`src/hdfsm_pkg.sv`:
```
/*
 Package for the halt dispatch state machine: register offsets, field
 positions, encodings of halt type, halt code, mailbox request and
 operator policy, state enumeration and the control word layout.
 Assumes nothing of its surroundings.
*/
package hdfsm_pkg;
   // Register byte offsets (APB, one word each)
   localparam logic [7:0] HDFSM_CTRL_OFS = 8'h00;
   localparam logic [7:0] HDFSM_COND_OFS = 8'h04;
   localparam logic [7:0] HDFSM_STAT_OFS = 8'h08;
   localparam logic [7:0] HDFSM_WORD_OFS = 8'h0c;
   // CTRL fields
   localparam int HDFSM_CTRL_ENTRY_BIT = 0;
   localparam int HDFSM_CTRL_PIO_ACK_BIT = 1;
   // COND fields
   localparam int HDFSM_COND_POLICY_LSB = 0;
   localparam int HDFSM_COND_ERR_BIT = 4;
   localparam int HDFSM_COND_TRACE_BIT = 5;
   localparam int HDFSM_COND_DIAG_BIT = 6;
   // Mailbox and diagnostic register bit positions
   localparam int HDFSM_MBX_REQ_LSB = 0;
   localparam int HDFSM_MBX_BOOT_BIT = 2;
   localparam int HDFSM_MBX_RST_BIT = 3;
   localparam int HDFSM_BDR_HEN_BIT = 7;
   // Restart reason position within the saved status word
   localparam int HDFSM_REASON_LSB = 8;
   localparam logic [5:0] HDFSM_REASON_EXT = 6'h02;
   localparam logic [5:0] HDFSM_REASON_PWR = 6'h03;
   localparam logic [5:0] HDFSM_REASON_HLT = 6'h06;
   // Halt codes
   localparam logic [1:0] HC_EXT = 2'h0;
   localparam logic [1:0] HC_PWR = 2'h1;
   localparam logic [1:0] HC_HLT = 2'h2;
   localparam logic [1:0] HC_ERR = 2'h3;
   // Halt types
   localparam logic [2:0] HT_PWRUP = 3'h0;
   localparam logic [2:0] HT_INPROG = 3'h1;
   localparam logic [2:0] HT_PWROK = 3'h2;
   localparam logic [2:0] HT_BREAK = 3'h3;
   localparam logic [2:0] HT_BUS_HALT_LINE = 3'h4;
   localparam logic [2:0] HT_RBOOT = 3'h5;
   // Mailbox requests
   localparam logic [1:0] MB_RBH = 2'h0;
   localparam logic [1:0] MB_RH = 2'h1;
   localparam logic [1:0] MB_BH = 2'h2;
   localparam logic [1:0] MB_H = 2'h3;
   // Operator policies
   localparam logic [2:0] UP_DEF = 3'h0;
   localparam logic [2:0] UP_RH = 3'h1;
   localparam logic [2:0] UP_BH = 3'h2;
   localparam logic [2:0] UP_H = 3'h3;
   localparam logic [2:0] UP_RBH = 3'h4;
   // Flag vector order: halt-enable, error, trace, diag, boot, restart
   localparam int HDFSM_CW_W = 16;
   typedef enum logic [3:0] {
      S_IDLE, S_ENTRY, S_RESET_INIT, S_BREAK_INIT, S_TRACE_INIT, S_OTHER_INIT,
      S_INIT, S_TRACE, S_BOOTSTRAP, S_RESTART, S_HALT, S_EXIT
   } hdfsm_state_t;
endpackage : hdfsm_pkg

```
`src/hdfsm_dispatch.sv`:
```
/*
 Halt dispatch state machine with APB register access.
 Assumes a single 100 MHz clock, all inputs synchronous to it, and an
 APB master that keeps psel/penable/paddr/pwrite/pwdata stable.
*/
// Operation
// - Each halt entry starts at ENTRY, decides action
// - First matching row in order wins
// - Rebuild control word before every transition
// - Halt type encodings, valid with code 00
// - Restart reason compresses to 2-bit code
// - Operator policy encodings 000 through 100
// - Flags from diag bit 7, mailbox 2,3
// - ENTRY picks reset/break/trace/other initialization
// - Conditional inits go straight to INIT
// - External halts halt, except two boot cases
// - Halt instruction with trace goes TRACE
// - TRACE exits if trace, no error; else HALT
// - Power-up with all flags clear boots
// - Power-up, halts enabled, policy 010/100 boots
// - Non power-up, mailbox 10, clean flags boots
// - Mailbox 00, policy 010, clean flags boots
// - Failed restart with mailbox 00 boots
// - Three restart cases from INIT
// - Done states exit without error; exit to PIO
// - Catch-all rows go to HALT
`timescale 1ns/1ps
module hdfsm_dispatch
   import hdfsm_pkg::*;
(
   input wire logic core_clk,
   input wire logic arst_n,
   input wire logic psel,
   input wire logic penable,
   input wire logic pwrite,
   input wire logic [7:0] paddr,
   input wire logic [31:0] pwdata,
   output logic [31:0] prdata,
   output logic pready,
   output logic pslverr,
   input wire logic halt_entry,
   input wire logic [2:0] halt_type,
   input wire logic [31:0] saved_status_word,
   input wire logic [31:0] console_mailbox,
   input wire logic [7:0] board_diag_register,
   output logic [3:0] dispatch_state,
   output logic do_bootstrap,
   output logic do_restart,
   output logic do_halt,
   output logic pio_mode
);
   typedef struct packed {
      hdfsm_state_t st;
      logic [2:0] policy;
      logic err;
      logic trace;
      logic diag;
      logic [31:0] rdata;
      logic ready;
      logic slverr;
      logic boot;
      logic rst;
      logic hlt;
      logic pio;
      logic [15:0] word;
   } hdfsm_regs_t;

   hdfsm_regs_t cur;
   hdfsm_regs_t nxt;

   // Compress the restart reason into the halt code
   function automatic logic [1:0] halt_code_of(input logic [5:0] reason);
      case (reason)
         HDFSM_REASON_EXT: halt_code_of = HC_EXT;
         HDFSM_REASON_PWR: halt_code_of = HC_PWR;
         HDFSM_REASON_HLT: halt_code_of = HC_HLT;
         default: halt_code_of = HC_ERR;
      endcase
   endfunction : halt_code_of

   // Control word fields, rebuilt live every cycle
   logic [1:0] hc;
   logic [1:0] mbx;
   logic [5:0] fl;
   logic f_hen;
   logic f_err;
   logic f_tip;
   logic [3:0] inner;
   assign hc = halt_code_of(saved_status_word[HDFSM_REASON_LSB +: 6]);
   assign mbx = console_mailbox[HDFSM_MBX_REQ_LSB +: 2];
   // Flags in order halt-enable, error, trace, diag, boot, restart
   assign fl = {board_diag_register[HDFSM_BDR_HEN_BIT], cur.err, cur.trace, cur.diag,
                console_mailbox[HDFSM_MBX_BOOT_BIT], console_mailbox[HDFSM_MBX_RST_BIT]};
   assign f_hen = fl[5];
   assign f_err = fl[4];
   assign f_tip = fl[3];
   assign inner = fl[3:0];

   // Next-state search: rows tested in table order, first match taken
   function automatic hdfsm_state_t next_of(input hdfsm_state_t s, input logic [2:0] ht,
         input logic [1:0] c, input logic [1:0] m, input logic [2:0] up,
         input logic halt_enable_flag, input logic er, input logic tp, input logic [3:0] in4);
      next_of = s;
      case (s)
         S_ENTRY: begin
            if (c == HC_PWR) next_of = S_RESET_INIT;
            else if (ht == HT_BREAK && c == HC_EXT) next_of = S_BREAK_INIT;
            else if (c == HC_HLT && !er && tp) next_of = S_TRACE_INIT;
            else next_of = S_OTHER_INIT;
         end
         S_RESET_INIT, S_BREAK_INIT, S_TRACE_INIT, S_OTHER_INIT: next_of = S_INIT;
         S_INIT: begin
            if (c == HC_EXT && ht == HT_PWROK && !halt_enable_flag) next_of = S_BOOTSTRAP;
            else if (c == HC_EXT && ht == HT_RBOOT) next_of = S_BOOTSTRAP;
            else if (c == HC_EXT) next_of = S_HALT;
            else if (c == HC_HLT && tp) next_of = S_TRACE;
            else if (c == HC_PWR && !halt_enable_flag && !er && !tp && in4 == 4'h0)
               next_of = S_BOOTSTRAP;
            else if (c == HC_PWR && halt_enable_flag && !er && in4 == 4'h0 && !tp
                     && (up == UP_BH || up == UP_RBH)) next_of = S_BOOTSTRAP;
            else if (c[1] && m == MB_BH && !er && !tp && in4 == 4'h0)
               next_of = S_BOOTSTRAP;
            else if (c[1] && m == MB_RBH && up == UP_BH && !er && !tp && in4 == 4'h0)
               next_of = S_BOOTSTRAP;
            else if (c[1] && m == MB_RBH && up == UP_RBH && !er && !tp && in4 == 4'h1)
               next_of = S_BOOTSTRAP;
            else if (c[1] && m == MB_RBH && up == UP_RBH && er && !tp && in4[3:1] == 3'h0)
               next_of = S_BOOTSTRAP;
            else if (c[1] && m == MB_RBH && up == UP_DEF && !halt_enable_flag && !er && !tp
                     && in4 == 4'h1) next_of = S_BOOTSTRAP;
            else if (c[1] && !er && !tp && in4 == 4'h0
                     && (m == MB_RH || (m == MB_RBH && (up == UP_RH || up == UP_RBH))
                         || (m == MB_RBH && up == UP_DEF && !halt_enable_flag)))
               next_of = S_RESTART;
            else next_of = S_HALT;
         end
         S_TRACE: begin
            if (c == HC_HLT && !er && tp) next_of = S_EXIT;
            else next_of = S_HALT;
         end
         S_RESTART: begin
            if (c[1] && m == MB_RBH && up == UP_DEF && !halt_enable_flag && er && !tp
                && in4[3:1] == 3'h0) next_of = S_BOOTSTRAP;
            else if (!er) next_of = S_EXIT;
            else next_of = S_HALT;
         end
         S_BOOTSTRAP, S_HALT: begin
            if (!er) next_of = S_EXIT;
            else next_of = S_HALT;
         end
         S_EXIT: next_of = S_IDLE;
         S_IDLE: next_of = S_IDLE;
         default: next_of = S_IDLE;
      endcase
   endfunction : next_of

   // Next-value logic: APB slave, halt entry, state walk
   always_comb begin
      logic wr;
      logic rd_cyc;
      logic entry;
      logic pio_ack;
      hdfsm_state_t ns;
      nxt = cur;
      wr = 1'b0;
      rd_cyc = 1'b0;
      entry = halt_entry;
      pio_ack = 1'b0;
      ns = cur.st;
      nxt.ready = 1'b0;
      nxt.slverr = 1'b0;
      nxt.rdata = 32'h0000_0000;
      // APB access answered one cycle after the access phase opens
      if (psel && penable && !cur.ready) begin
         nxt.ready = 1'b1;
         wr = pwrite;
         rd_cyc = !pwrite;
         case (paddr)
            HDFSM_CTRL_OFS: begin
               if (wr) begin
                  entry = entry | pwdata[HDFSM_CTRL_ENTRY_BIT];
                  pio_ack = pwdata[HDFSM_CTRL_PIO_ACK_BIT];
               end
               if (rd_cyc) nxt.rdata = {31'h0, cur.pio};
            end
            HDFSM_COND_OFS: begin
               if (wr) begin
                  nxt.policy = pwdata[HDFSM_COND_POLICY_LSB +: 3];
                  nxt.err = pwdata[HDFSM_COND_ERR_BIT];
                  nxt.trace = pwdata[HDFSM_COND_TRACE_BIT];
                  nxt.diag = pwdata[HDFSM_COND_DIAG_BIT];
               end
               if (rd_cyc) nxt.rdata = {25'h0, cur.diag, cur.trace, cur.err, 1'b0, cur.policy};
            end
            HDFSM_STAT_OFS: begin
               if (rd_cyc) nxt.rdata = {24'h0, cur.pio, cur.hlt, cur.rst, cur.boot,
                                        4'(cur.st)};
               nxt.slverr = wr;
            end
            HDFSM_WORD_OFS: begin
               if (rd_cyc) nxt.rdata = {16'h0, cur.word};
               nxt.slverr = wr;
            end
            default: nxt.slverr = 1'b1;
         endcase
      end
      // Live control word, exposed for software; fields fill all 16 bits
      nxt.word = {halt_type, hc, mbx, cur.policy, fl};
      if (pio_ack) nxt.pio = 1'b0;
      if (entry) begin
         nxt.st = S_ENTRY;
         nxt.boot = 1'b0;
         nxt.rst = 1'b0;
         nxt.hlt = 1'b0;
         nxt.pio = 1'b0;
      end else begin
         ns = next_of(cur.st, halt_type, hc, mbx, cur.policy, f_hen, f_err, f_tip, inner);
         nxt.st = ns;
         if (ns == S_BOOTSTRAP && cur.st != S_BOOTSTRAP) nxt.boot = 1'b1;
         if (ns == S_RESTART && cur.st != S_RESTART) nxt.rst = 1'b1;
         if (ns == S_HALT && cur.st != S_HALT) nxt.hlt = 1'b1;
         if (cur.st == S_EXIT) nxt.pio = 1'b1;
      end
   end

   // State register
   always_ff @(posedge core_clk or negedge arst_n) begin
      if (!arst_n) begin
         cur <= '{st: S_IDLE, policy: UP_DEF, default: '0};
      end else begin
         cur <= nxt;
      end
   end

   // Outputs straight from flops
   assign prdata = cur.rdata;
   assign pready = cur.ready;
   assign pslverr = cur.slverr;
   assign dispatch_state = 4'(cur.st);
   assign do_bootstrap = cur.boot;
   assign do_restart = cur.rst;
   assign do_halt = cur.hlt;
   assign pio_mode = cur.pio;
endmodule : hdfsm_dispatch

```
`config.mk`:
```
export PLATFORM = sky130hd
export DESIGN_NAME = hdfsm_dispatch
export DESIGN_NICKNAME = d
export VERILOG_FILES = /design/src/hdfsm_pkg.sv /design/src/hdfsm_dispatch.sv
export SDC_FILE = /design/constraint.sdc
export NUM_CORES = 1
export LEC_CHECK = 0
export ABC_AREA = 0
export BUFFER_PORTS_ARGS = -buffer_cell sky130_fd_sc_hd__clkbuf_2
export CORE_MARGIN = 4
export CORE_UTILIZATION = 40
export CTS_BUF_LIST = sky130_fd_sc_hd__clkbuf_2
export DETAILED_ROUTE_END_ITERATION = 6
export GPL_TIMING_DRIVEN = 1
export PLACE_DENSITY = 0.89
export SYNTH_ARGS = -nofsm -noshare
export SYNTH_HDL_FRONTEND = slang
export SYNTH_SLANG_ARGS = --single-unit
```
`constraint.sdc`:
```
create_clock -name core_clk -period 3.5 [get_ports core_clk]
set_input_delay 0.525 -clock core_clk [delete_from_list [all_inputs] [get_ports core_clk]]
set_output_delay 0.525 -clock core_clk [all_outputs]
set_load 0.005 [all_outputs]
```
Word level (Yosys, flattened, before mapping). Index checks and enable logic that the tools add are counted.

Add/subtract/negate cells: 0. Muxes and demuxes: 41. Bitwise operators: 1. Shift-type cells: 0. Magnitude comparators: 0. Multiply operators: 0. Reduce and logical (&&, ||, !) cells: 75. Equal/unequal tests: 34. Div/mod/pow operators: 0.

Operators with widths (count): $pmux 32 s4 (1); $logic_and 1x1->1 (52); $mux 34 (1); $eq 4x4->1 const B (7); $mux 4 (7); $pmux 4 s6 (1); $mux 2 (9); $eq 4x3->1 const B (4); $eq 8x4->1 const B (2); $mux 16 (1); $mux 1 (15); $eq 6x2->1 const B (2); $ne 4x4->1 const B (3); $eq 3x2->1 const B (3); $eq 4x1->1 const B (2); $eq 4x2->1 const B (2); $eq 8x3->1 const B (1); $logic_not 8->1 (1); $mux 8 (1); $mux 7 (1); $eq 3x3->1 const B (2); $eq 6x3->1 const B (1); $logic_not 3->1 (2); $mux 3 (2); 15 further kinds (28).

Memories: 0. Bits in read-only memories: 0. Bits in latches: 0. Input bits: 121. Output and inout port bits: 42. Register bits: 64. Bits in writable memories: 0.

Longest topological paths before layout. Gate-level depths: netlist of the first run.

Depth in word-level cells: 25. Mapped depth: 7. Mapped depth without buffers: 6.

Worst setup path before layout of the first run. No wires, ideal clock.

Path type: input -> register. From: in paddr[7]. To: reg cur (netlist bit do_bootstrap). Setup slack: 1403 ps. Stages: 6. Data required time: 3378 ps. Data arrival time: 1975 ps. Cell sequence: or4_1 nor3_1 and2_1 a41o_1 a21oi_1 a32o_1.

Longest elaborated chain between the ends: 4.

Ends and longest elaborated chain: start: declaration (line hdfsm_dispatch.sv:36) `input wire logic [7:0] paddr,`; $logic_not 8->1 * (line hdfsm_dispatch.sv:178) `case (paddr)`; $mux 1 * (line hdfsm_dispatch.sv:178); $mux 1 * (line hdfsm_dispatch.sv:174) `if (psel && penable && !cur.ready) begin`; $mux 4 or $reduce_bool 2->1 (tied branches); end signal: assignment (line hdfsm_dispatch.sv:231) `cur <= nxt;`; end: declaration (line hdfsm_dispatch.sv:68) `hdfsm_regs_t cur;`.

Every way passes the cells marked *; elsewhere a longest branch is shown, timed or not. A chain may end at the register's enable or synchronous reset.

Final worst setup path of the first run.
From: reg cur[58] in the netlist's numbering. To: reg cur (netlist bit do_bootstrap).

Longest elaborated chain between the ends: 23.

Ends and longest elaborated chain: $eq 3x1->1 or $eq 3x3->1 (tied branches); $logic_or 1x1->1 (line hdfsm_dispatch.sv:132) `&& (m == MB_RH || (m == MB_RBH && (up == UP_RH || up == UP_RBH))`; $logic_and 1x1->1 (line hdfsm_dispatch.sv:132); $logic_or 1x1->1 (line hdfsm_dispatch.sv:132); $logic_or 1x1->1 (line hdfsm_dispatch.sv:133) `|| (m == MB_RBH && up == UP_DEF && !halt_enable_flag)))`; $logic_and 1x1->1 (line hdfsm_dispatch.sv:132); $mux 2 (line hdfsm_dispatch.sv:131) `else if (c[1] && !er && !tp && in4 == 4'h0`; $mux 2 (line hdfsm_dispatch.sv:129) `else if (c[1] && m == MB_RBH && up == UP_DEF && !halt_enable_flag && !er && !tp`; [7 not listed]; $mux 4 (line hdfsm_dispatch.sv:115) `else if (c == HC_EXT) next_of = S_HALT;`; $mux 4 (line hdfsm_dispatch.sv:114) `else if (c == HC_EXT && ht == HT_RBOOT) next_of = S_BOOTSTRAP;`; $mux 4 (line hdfsm_dispatch.sv:113) `if (c == HC_EXT && ht == HT_PWROK && !halt_enable_flag) next_of = S_BOOTSTRAP;`; $pmux 4 s6 * (line hdfsm_dispatch.sv:104) `case (s)`; $mux 4 * (line hdfsm_dispatch.sv:210) `if (entry) begin`; $eq 4x4->1 * (line hdfsm_dispatch.sv:219) `if (ns == S_BOOTSTRAP && cur.st != S_BOOTSTRAP) nxt.boot = 1'b1;`; $logic_and 1x1->1 * (line hdfsm_dispatch.sv:219); $reduce_bool 2->1 (no line) *.

Every way passes the cells marked *; elsewhere a longest branch is shown, timed or not. The select of a mux whose other input is x is not followed.

==> metrics.txt, run 1 <==
Worst Path Class, Setup reg -> reg; global-route wire length before repair 8540 um; CP Buf/Inv Count 0; Post-Route WL 5190 um; I/O Buffers 59; Critical Path Sink Type register; n_diodes 0; Final Critical Period 2.29 ns; Sw Ratio 33.0%; Initial Utilization 41.1%; dpl cells 336; Syn Inst Count 230; Place WS 1.08 ns; Die ar. 7400 um^2; status completed; commonest non-fill, non-tap cell in the layout clkbuf_2; Reg clk slew, reported paths 0.24 ns; CORE AREA 5920 um^2; die extent in x 86.0 um; worst slew pin tran 0.542 ns; TritonCTS buffer count 5; Final Max Slew Viols 0; combinational share of power 23.3%; gr usage total 14.7%; DR WL/cell 15.1 um; Finished Layout Cells 344; worst path cell trace nor4_1 > nand2_1 > o41ai_1 > o221ai_1 > a31oi_1 > a32o_1; Worst Slack Setup Final 1.21 ns; sequential share of power 56.5%; crit path launch cur[58]; distinct cell type count after synthesis 54; via count 1,793; Max-Cap Viols 0; Final ANT Viol Nets 0; Top delay family on crit path compound AO/OA/AOI/OAI gates; Hold Path Class in -> async; RR Startpoint cur[58]; crit-path max cell delay 0.55 ns; sequential fraction of the synthesis area 49.3%; Syn Area/Cell 10.6 um^2; Ports 163; Resized cells post-CTS 0; clock root cell clkbuf_2; Hold Vio Cnt, Final 0; Final Hold Slack 0.0413 ns; final setup vio count 0; post-synthesis async set-or-reset flop share 100%; Design Area, Final 2630 um^2; DRT iter0 DRCs 115; Psw 0.376 mW; largest net degree at the start of global routing 29; P per Cell Area 433 nW/um^2; slowest stage cell, crit path dfrtp_1; maximum fanout along the worst path 9; Leak 1.29 nW; Worst Clk Skew 0.0155 ns; Area contributors post-synth dfrtp_1 49%, buf_4 11%, mux2_2 4.6%; ys flop type dfrtp_1; most frequent cells in the layout 65 x clkbuf_2, 48 x dfrtp_1, 20 x nor2_1; Layout area overhead 8.02%; postcts setup bufs 0; CTS tree yes; post-detail-place hpwl 4050 um; Placement Cell Area 2580 um^2; CP Data Required Time 3.88 ns; Via density 5.21; worst-skew pair later-pin latency 0.41 ns; internal power 0.763 mW; total power 1.14 mW; vias in the first global route 1,801; f_max 436 MHz; number of nets in the layout 389; grt ovf 0; CTS hold repair buffers 0; H-tree levels 2; unrepaired setup endpoints after global routing false; TNS Setup 0 ns; slew margin rel. 63.9%; Pre-antenna DRT Iters 4; Mapped Area 2430 um^2; Critical Path AT 2.67 ns; Synth area leader dfrtp_1; #FFs+latches synth 48; share of the synthesized area in the top cell type 49.3%; Rows 28; Die Y-Extent 86.0 um; CP Launch Type register; Post-synth EDFFs 0; fin util 44.4%; GPL Wtd Cong 0.875; synth warn 0; drt drc 0; Max clock buf depth 2; power share of the clock group 20.2%; Final Cycle Share 65.5%; initial antenna violation count 0; CTS Sinks 48; share of layout cells above drive strength 1 32.7%; Max IR drop VDD 133 uV
==> worst paths after layout <==
kind	cells past startpoint	endpoint	slack (ns)
setup reg to reg	6	do_bootstrap	1.21
setup / recovery	6	do_bootstrap	1.21
hold reg to reg	1	prdata[15]	0.48
hold / removal	1	cur[4]	0.04
min in group core_clk	1	cur[14]	0.22
max in group asynchronous	2	prdata[2]	2.71
==> cells by family (layout without fill, tap and decap cells) <==
logic type,Yosys count,after routing,share of synthesized area [%]
xor gates and xnor gates,1,1,0.360
other,1,16,0.154
DFF,48,48,49.3
and+or+nand+nor,80,80,18.7
buffers and inverters,49,73,13.3
AOI/OAI and AO/OA,38,38,11.9
muxes,13,13,6.37
==> cells in the mapped netlist (3+ instances only) <==
master and n:
buf_4 36, a21oi_1 5, nand2b_1 6, mux2_2 10, nor4_1 3, dfrtp_1 48, and2_1 10, o21ai_0 6
inv_1 5, nand2_1 14, a22oi_1 5, nor3_1 4, buf_2 3, nor2_1 20, clkbuf_1 4
==> area by class of cell <==
type	instances	area, um^2
inverter	5	18.8
multi-input combinational	148	967
clock inverter	2	16.3
clock buffer	6	30.0
sequential	48	1200
fill	558	3290
timing repair buffer	60	303
tap	75	93.8
==> layer usage <==
| metal | vias up | global-route usage, % | share of wire [%] |
|---|---|---|---|
| li1 | 836 | - | - |
| met1 | 875 | 17.7 | 38 |
| met2 | 68 | 24.7 | 52 |
| met3 | 14 | 4.80 | 8.2 |
| met4 | 0 | 5.04 | 2.0 |
| met5 | - | 0 | 0 |
==> power by group through the flow <==
stage | clock network (mW) | registers [mW] | logic, mW
3_3_place_gp | 0 | 0.648 | 0.259
5_1_grt | 0.253 | 0.649 | 0.301
3_5_place_dp | 0 | 0.651 | 0.265
2_1_floorplan | 0 | 0.611 | 0.235
4_1_cts | 0.232 | 0.641 | 0.266
6_report | 0.230 | 0.643 | 0.266
==> sequential cells by signal, summed over array words and instances (netlist names) <==
register	flops
pready	1
do_restart	1
do_bootstrap	1
pslverr	1
dispatch_state	4
cur	20
pio_mode	1
do_halt	1
f_err	1
prdata	16
f_tip	1
Power figures use the tool's default switching activity.
==> run 2: changes to the inputs <==
- clock period: 3.5 -> 2.35 ns (I/O delays scaled with it)
==> run 2 against run 1 <==
Compared with the run above: the flow now finishes with violations (hold timing); clock-buffer cell count decreased by 1; core utilization increased by 1.7 points; final area increased by 3.9%.
==> metrics.txt, run 2 (synthesis gave the netlist of run 1 again) <==
Final Max Slew Viols 0 (unchanged); CTS tree yes (unchanged); die extent in x 86.0 um (unchanged); Ports 163 (unchanged); CP Buf/Inv Count 0 (unchanged); CORE AREA 5920 um^2 (unchanged); GPL Wtd Cong 0.833 (was 0.875); DR WL/cell 14.9 um (was 15.1 um); crit path launch cur[54] (was cur[58]); unrepaired setup endpoints after global routing false (unchanged); Post-Route WL 5250 um (was 5190 um); global-route wire length before repair 8610 um (was 8540 um); R2R Setup Slk 0.18 ns (was 1.21 ns); vias in the first global route 1,756 (was 1,801); Top delay family on crit path simple AND/OR/NAND/NOR gates (was compound AO/OA/AOI/OAI gates); crit-path max cell delay 0.56 ns (was 0.55 ns); via count 1,825 (was 1,793); clock root cell clkbuf_2 (unchanged); Hold Path Class in -> async (unchanged); slew margin rel. 44.0% (was 63.9%); worst slew pin tran 0.841 ns (was 0.542 ns); Reg clk slew, reported paths 0.24 ns (about the same); grt ovf 0 (unchanged); initial antenna violation count 0 (unchanged); Worst setup endpoint do_bootstrap (unchanged); DRT iter0 DRCs 142 (was 115); Final ANT Viol Nets 0 (unchanged); Reg2Reg Depth 6 (unchanged); Leak 1.35 nW (was 1.29 nW); Die Y-Extent 86.0 um (unchanged); Finished Layout Cells 353 (was 344); commonest non-fill, non-tap cell in the layout clkbuf_2 (unchanged); dpl cells 345 (was 336); max reg flops 20 (unchanged); f_max 461 MHz (was 436 MHz); Layout area overhead 12.2% (was 8.02%); Max clock buf depth 2 (unchanged); status finished, violations left (was completed); CP Depth 6 (unchanged); P per Cell Area 670 nW/um^2 (was 433 nW/um^2); Initial Utilization 41.1% (unchanged); worst r2r dst do_bootstrap (unchanged); Rows 28 (unchanged); violated checks hold timing; Critical Path Sink Type register (unchanged); Final Critical Period 2.17 ns (was 2.29 ns); post-detail-place hpwl 4200 um (was 4050 um); slowest stage cell, crit path or4_4 (was dfrtp_1); Critical Path AT 2.50 ns (was 2.67 ns); maximum fanout along the worst path 3 (was 9); Pre-antenna DRT Iters 4 (unchanged); RR Startpoint cur[54] (was cur[58]); final setup vio count 0 (unchanged); postcts setup bufs 0 (unchanged); Max IR drop VDD 275 uV (was 133 uV); Hold Vio Cnt, Final 8 (was 0); fillers 557 (was 558); most frequent cells in the layout 64 x clkbuf_2, 48 x dfrtp_1, 20 x nor2_1 (was 65 x clkbuf_2, 48 x dfrtp_1, 20 x nor2_1); Biggest register cur (unchanged); TritonCTS buffer count 5 (unchanged); CTS Sinks 48 (unchanged); Max-Cap Viols 0 (unchanged); Die ar. 7400 um^2 (unchanged); largest net degree at the start of global routing 37 (was 29); CTS hold repair buffers 0 (unchanged); total power 1.83 mW (was 1.14 mW); Final Cycle Share 92.2% (was 65.5%); number of nets in the layout 398 (was 389); H-tree levels 2 (unchanged); CP Launch Type register (unchanged); Via density 5.17 (was 5.21); Final Hold Slack -0.00871 ns (was 0.0413 ns); drt drc 0 (unchanged); Worst Path Class, Setup reg -> reg (unchanged); share of layout cells above drive strength 1 35.3% (was 32.7%); gr usage total 14.6% (was 14.7%); n_diodes 0 (unchanged); I/O Buffers 59 (unchanged); Crit path top cell by count a211oi_2; worst path cell trace or4_4 > or3_1 > a211oi_2 > a211oi_2 > o31a_1 > a32o_1 (was nor4_1 > nand2_1 > o41ai_1 > o221ai_1 > a31oi_1 > a32o_1); Worst Clk Skew 0.0157 ns (was 0.0155 ns); CP Data Required Time 2.68 ns (was 3.88 ns); worst-skew pair later-pin latency 0.41 ns (about the same); TNS Setup 0 ns (unchanged)
[run 2: cell types whose count changed in the layout (fill, tap and decap cells not counted), sizes merged]
cell,previous run,this run
bufinv,0,1
clkinv,1,2
buf,1,10
clkbuf,65,64
clkinvlp,1,0
[run 2: power by group]
| group | total [mW] | internal (mW) | switching, mW | leakage [nW] |
|---|---|---|---|---|
| Sequential | 0.922 | 0.871 | 0.0511 | 0.634 |
| Clock | 0.435 | 0.179 | 0.257 | 0.0406 |
| Combinational | 0.473 | 0.214 | 0.259 | 0.672 |
| Total | 1.83 | 1.26 | 0.567 | 1.35 |
[run 2: area by class of cell]
| class | instances | area [um^2] | share of cell area [%] |
|---|---|---|---|
| flip-flops and latches | 48 | 1200 | 44.0 |
| clock inverters | 3 | 42.5 | 1.56 |
| clock buffers | 5 | 25.0 | 0.916 |
| inverters | 5 | 18.8 | 0.687 |
| repair buffers | 69 | 370 | 13.6 |
| well taps | 75 | 93.8 | 3.44 |
| multi-input cells | 148 | 980 | 35.9 |
[run 2: layer usage]
layer / global-route usage (%) / vias up / part of all wire, %
li1: - / 860 / -
met1: 19.0 / 887 / 41
met2: 24.5 / 68 / 51
met3: 3.27 / 10 / 6.1
met4: 4.03 / 0 / 1.7
met5: 0 / - / 0
[run 2: repair_timing]
action                     in CTS  in global routing
setup endpoints to repair       0                  3
resized for setup               0                  2
hold endpoints to repair        0                  0
[run 2: how the worst min path moves through the flow]
stage,endpoint,cells after the start
after floorplan,cur[0],0
after global placement,prdata[8],1
after detailed placement,prdata[12],1
after CTS,prdata[4],1
after global routing,cur[1],1
final,cur[3],1
[run 2: through the flow]
step	util (%)	hold slack, ns	area (um^2)	worst slack (ns)
floorplan	-	0.0569	2490	0.318
global placement	44.8	0.431	2650	0.157
detailed placement	44.8	0.435	2650	0.0926
CTS	45.9	0.0127	2720	0.141
global route	46.1	0.0120	2730	0.0548
finish	46.1	-0.00871	2730	0.183
[run 2: worst register-to-register path: stages, from the launching register on]
cell      delay [ns]
dfrtp_1         0.43
or4_4           0.56
or3_1           0.34
a211oi_2        0.31
a211oi_2        0.09
o31a_1          0.12
a32o_1          0.25
==> run 3: changes to the inputs <==
--- a/config.mk
+++ b/config.mk
@@ -15,2 +15,3 @@
 export PLACE_DENSITY = 0.89
+export SETUP_SLACK_MARGIN = 0.2
 export SYNTH_ARGS = -nofsm -noshare
--- a/constraint.sdc
+++ b/constraint.sdc
@@ -3,2 +3,2 @@
 set_output_delay 0.3525 -clock core_clk [all_outputs]
-set_load 0.005 [all_outputs]
+set_load 0.05 [all_outputs]
==> run 3 against run 2 <==
Compared with the run above: the run still ends with hold timing left; die area unchanged; sequential share of layout area down 0.65 points; sequential power barely moved; routed wire length rose by 1.5%; register-to-register slack better by 0.03 ns; final cell count increased by 0.57%; clock power is essentially flat; critical path type unchanged; critical endpoint unchanged; largest cell class unchanged; largest power group unchanged; highest routed layer unchanged.
==> metrics.txt, run 3 (synthesis gave the netlist of run 1 again) <==
CP Data Required Time 2.68 ns (about the same); worst path cell trace or4_4 > or3_4 > a211oi_4 > a211oi_2 > o31a_1 > a32o_1 (was or4_4 > or3_1 > a211oi_2 > a211oi_2 > o31a_1 > a32o_1); crit-path max cell delay 0.56 ns (about the same); Final Hold Slack -0.0101 ns (was -0.00871 ns); Critical Path AT 2.46 ns (was 2.50 ns); Reg clk slew, reported paths 0.24 ns (about the same); Max-Cap Viols 0 (unchanged); Max IR drop VDD 378 uV (was 275 uV); slowest stage cell, crit path or4_4 (unchanged); CORE AREA 5920 um^2 (unchanged); maximum fanout along the worst path 3 (unchanged); Initial Utilization 41.1% (unchanged); CP Buf/Inv Count 0 (unchanged); Worst Clk Skew 0.0177 ns (was 0.0157 ns); worst slew pin tran 0.840 ns (was 0.841 ns); TNS Setup 0 ns (unchanged); via count 1,826 (was 1,825); power share of the clock group 21.5% (was 23.8%); DRT iter0 DRCs 181 (was 142); share of layout cells above drive strength 1 36.8% (was 35.3%); most frequent cells in the layout 64 x clkbuf_2, 48 x dfrtp_1, 20 x nor2_1 (unchanged); grt ovf 0 (unchanged); Design Area, Final 2770 um^2 (was 2730 um^2); Pre-antenna DRT Iters 4 (unchanged); Hold Vio Cnt, Final 8 (unchanged); CTS Sinks 48 (unchanged); largest net degree at the start of global routing 37 (unchanged); combinational share of power 32.9% (was 25.9%); number of nets in the layout 400 (was 398); violated checks hold timing (unchanged); GPL Wtd Cong 0.833 (unchanged); slew margin rel. 44.0% (about the same); internal power 1.28 mW (was 1.26 mW); Placement Cell Area 2650 um^2 (unchanged); initial antenna violation count 0 (unchanged); Layout area overhead 13.9% (was 12.2%); Max clock buf depth 2 (unchanged); n_diodes 0 (unchanged); CTS tree yes (unchanged); gr usage total 14.7% (was 14.6%); Final Critical Period 2.14 ns (was 2.17 ns); worst-skew pair later-pin latency 0.41 ns (about the same); I/O Buffers 59 (unchanged); Ports 163 (unchanged); Leak 1.36 nW (was 1.35 nW); f_max 468 MHz (was 461 MHz); Post-Route WL 5330 um (was 5250 um); Final Cycle Share 91.0% (was 92.2%); global-route wire length before repair 8640 um (was 8610 um); sequential share of power 45.6% (was 50.4%); Final Max Slew Viols 0 (unchanged); TritonCTS buffer count 5 (unchanged); H-tree levels 2 (unchanged); Final ANT Viol Nets 0 (unchanged); final setup vio count 0 (unchanged); max reg flops 20 (unchanged); Sw Ratio 36.8% (was 31.0%); Psw 0.744 mW (was 0.567 mW); Rows 28 (unchanged); vias in the first global route 1,753 (was 1,756); unrepaired setup endpoints after global routing true (was false); Worst Slack Setup Final 0.212 ns (was 0.183 ns); Place WS 0.0926 ns (unchanged); Biggest register cur (unchanged); Die ar. 7400 um^2 (unchanged); die extent in x 86.0 um (unchanged); P per Cell Area 730 nW/um^2 (was 670 nW/um^2); drt drc 0 (unchanged); post-detail-place hpwl 4200 um (unchanged); CP Launch Type register (unchanged); CTS hold repair buffers 0 (unchanged); clock root cell clkbuf_2 (unchanged); Worst Path Class, Setup reg -> reg (unchanged); Die Y-Extent 86.0 um (unchanged); DR WL/cell 15.0 um (was 14.9 um); Via density 5.14 (was 5.17); status finished, violations left (unchanged); Hold Path Class in -> async (unchanged); Critical Path Sink Type register (unchanged); Top delay family on crit path simple AND/OR/NAND/NOR gates (unchanged); commonest non-fill, non-tap cell in the layout clkbuf_2 (unchanged)
[run 3: cell types whose count changed in the layout (fill, tap and decap cells not counted)]
cell	change
a211oi_2	-1
a211oi_4	+1
buf_4	+2
nor4b_1	-1
nor4b_2	+1
o41ai_1	-1
o41ai_2	+1
or3_1	-1
or3_4	+1
[run 3: path summary, 6_finish.rpt]
kind | slack (ns) | to | cells after the start | from
max in group asynchronous | 1.73 | prdata[8] | 2 | arst_n
worst max register to register | 0.21 | do_bootstrap | 6 | cur[54]
min in group core_clk | 0.05 | cur[14] | 1 | halt_type[1]
worst max-delay path | 0.21 | do_bootstrap | 6 | cur[54]
worst min-delay path | -0.01 | cur[3] | 1 | arst_n
worst min register to register | 0.48 | prdata[12] | 1 | cur[12]
[run 3: repair_timing]
action | CTS | global route
gates resized for setup | 1 | 5
endpoints found under the setup margin | 3 | 4
pin swaps | 1 | 0
setup buffers | 0 | 2
[run 3: through the flow]
stage	instances	total power [mW]	utilization (%)
2_1_floorplan	245	1.43	-
5_1_grt	355	2.12	46.8
6_report	355	2.02	46.8
3_3_place_gp	345	1.55	44.8
3_5_place_dp	345	1.56	44.8
4_1_cts	353	2.00	46.0
[run 3: layout make-up]
type | count | area, um^2
flip-flops and latches | 48 | 1200
clock inverters | 3 | 42.5
inverters | 5 | 18.8
multi-input cells | 148 | 1010
clock buffers | 5 | 25.0
well taps | 75 | 93.8
repair buffers | 71 | 385
fillers | 553 | 3150
[run 3: layer usage]
metal	wire, um	global-route usage (%)	share of wire [%]
met4	61	4.46	1.1
met3	254	3.46	4.8
met5	0	0	0
met2	2790	24.2	52
met1	2230	19.1	42
[run 3: worst reg2reg max path, cell delays in order (launching register included)]
cell      delay [ns]
dfrtp_1         0.43
or4_4           0.56
or3_4           0.36
a211oi_4        0.26
a211oi_2        0.09
o31a_1          0.12
a32o_1          0.25
[run 3: power by group through the flow]
stage,Combinational [mW],Clock (mW),Sequential (mW)
after CTS,0.640,0.445,0.920
final,0.667,0.435,0.922
after detailed placement,0.629,0,0.935
after global placement,0.618,0,0.928
after floorplan,0.490,0,0.943
after global routing,0.710,0.478,0.931
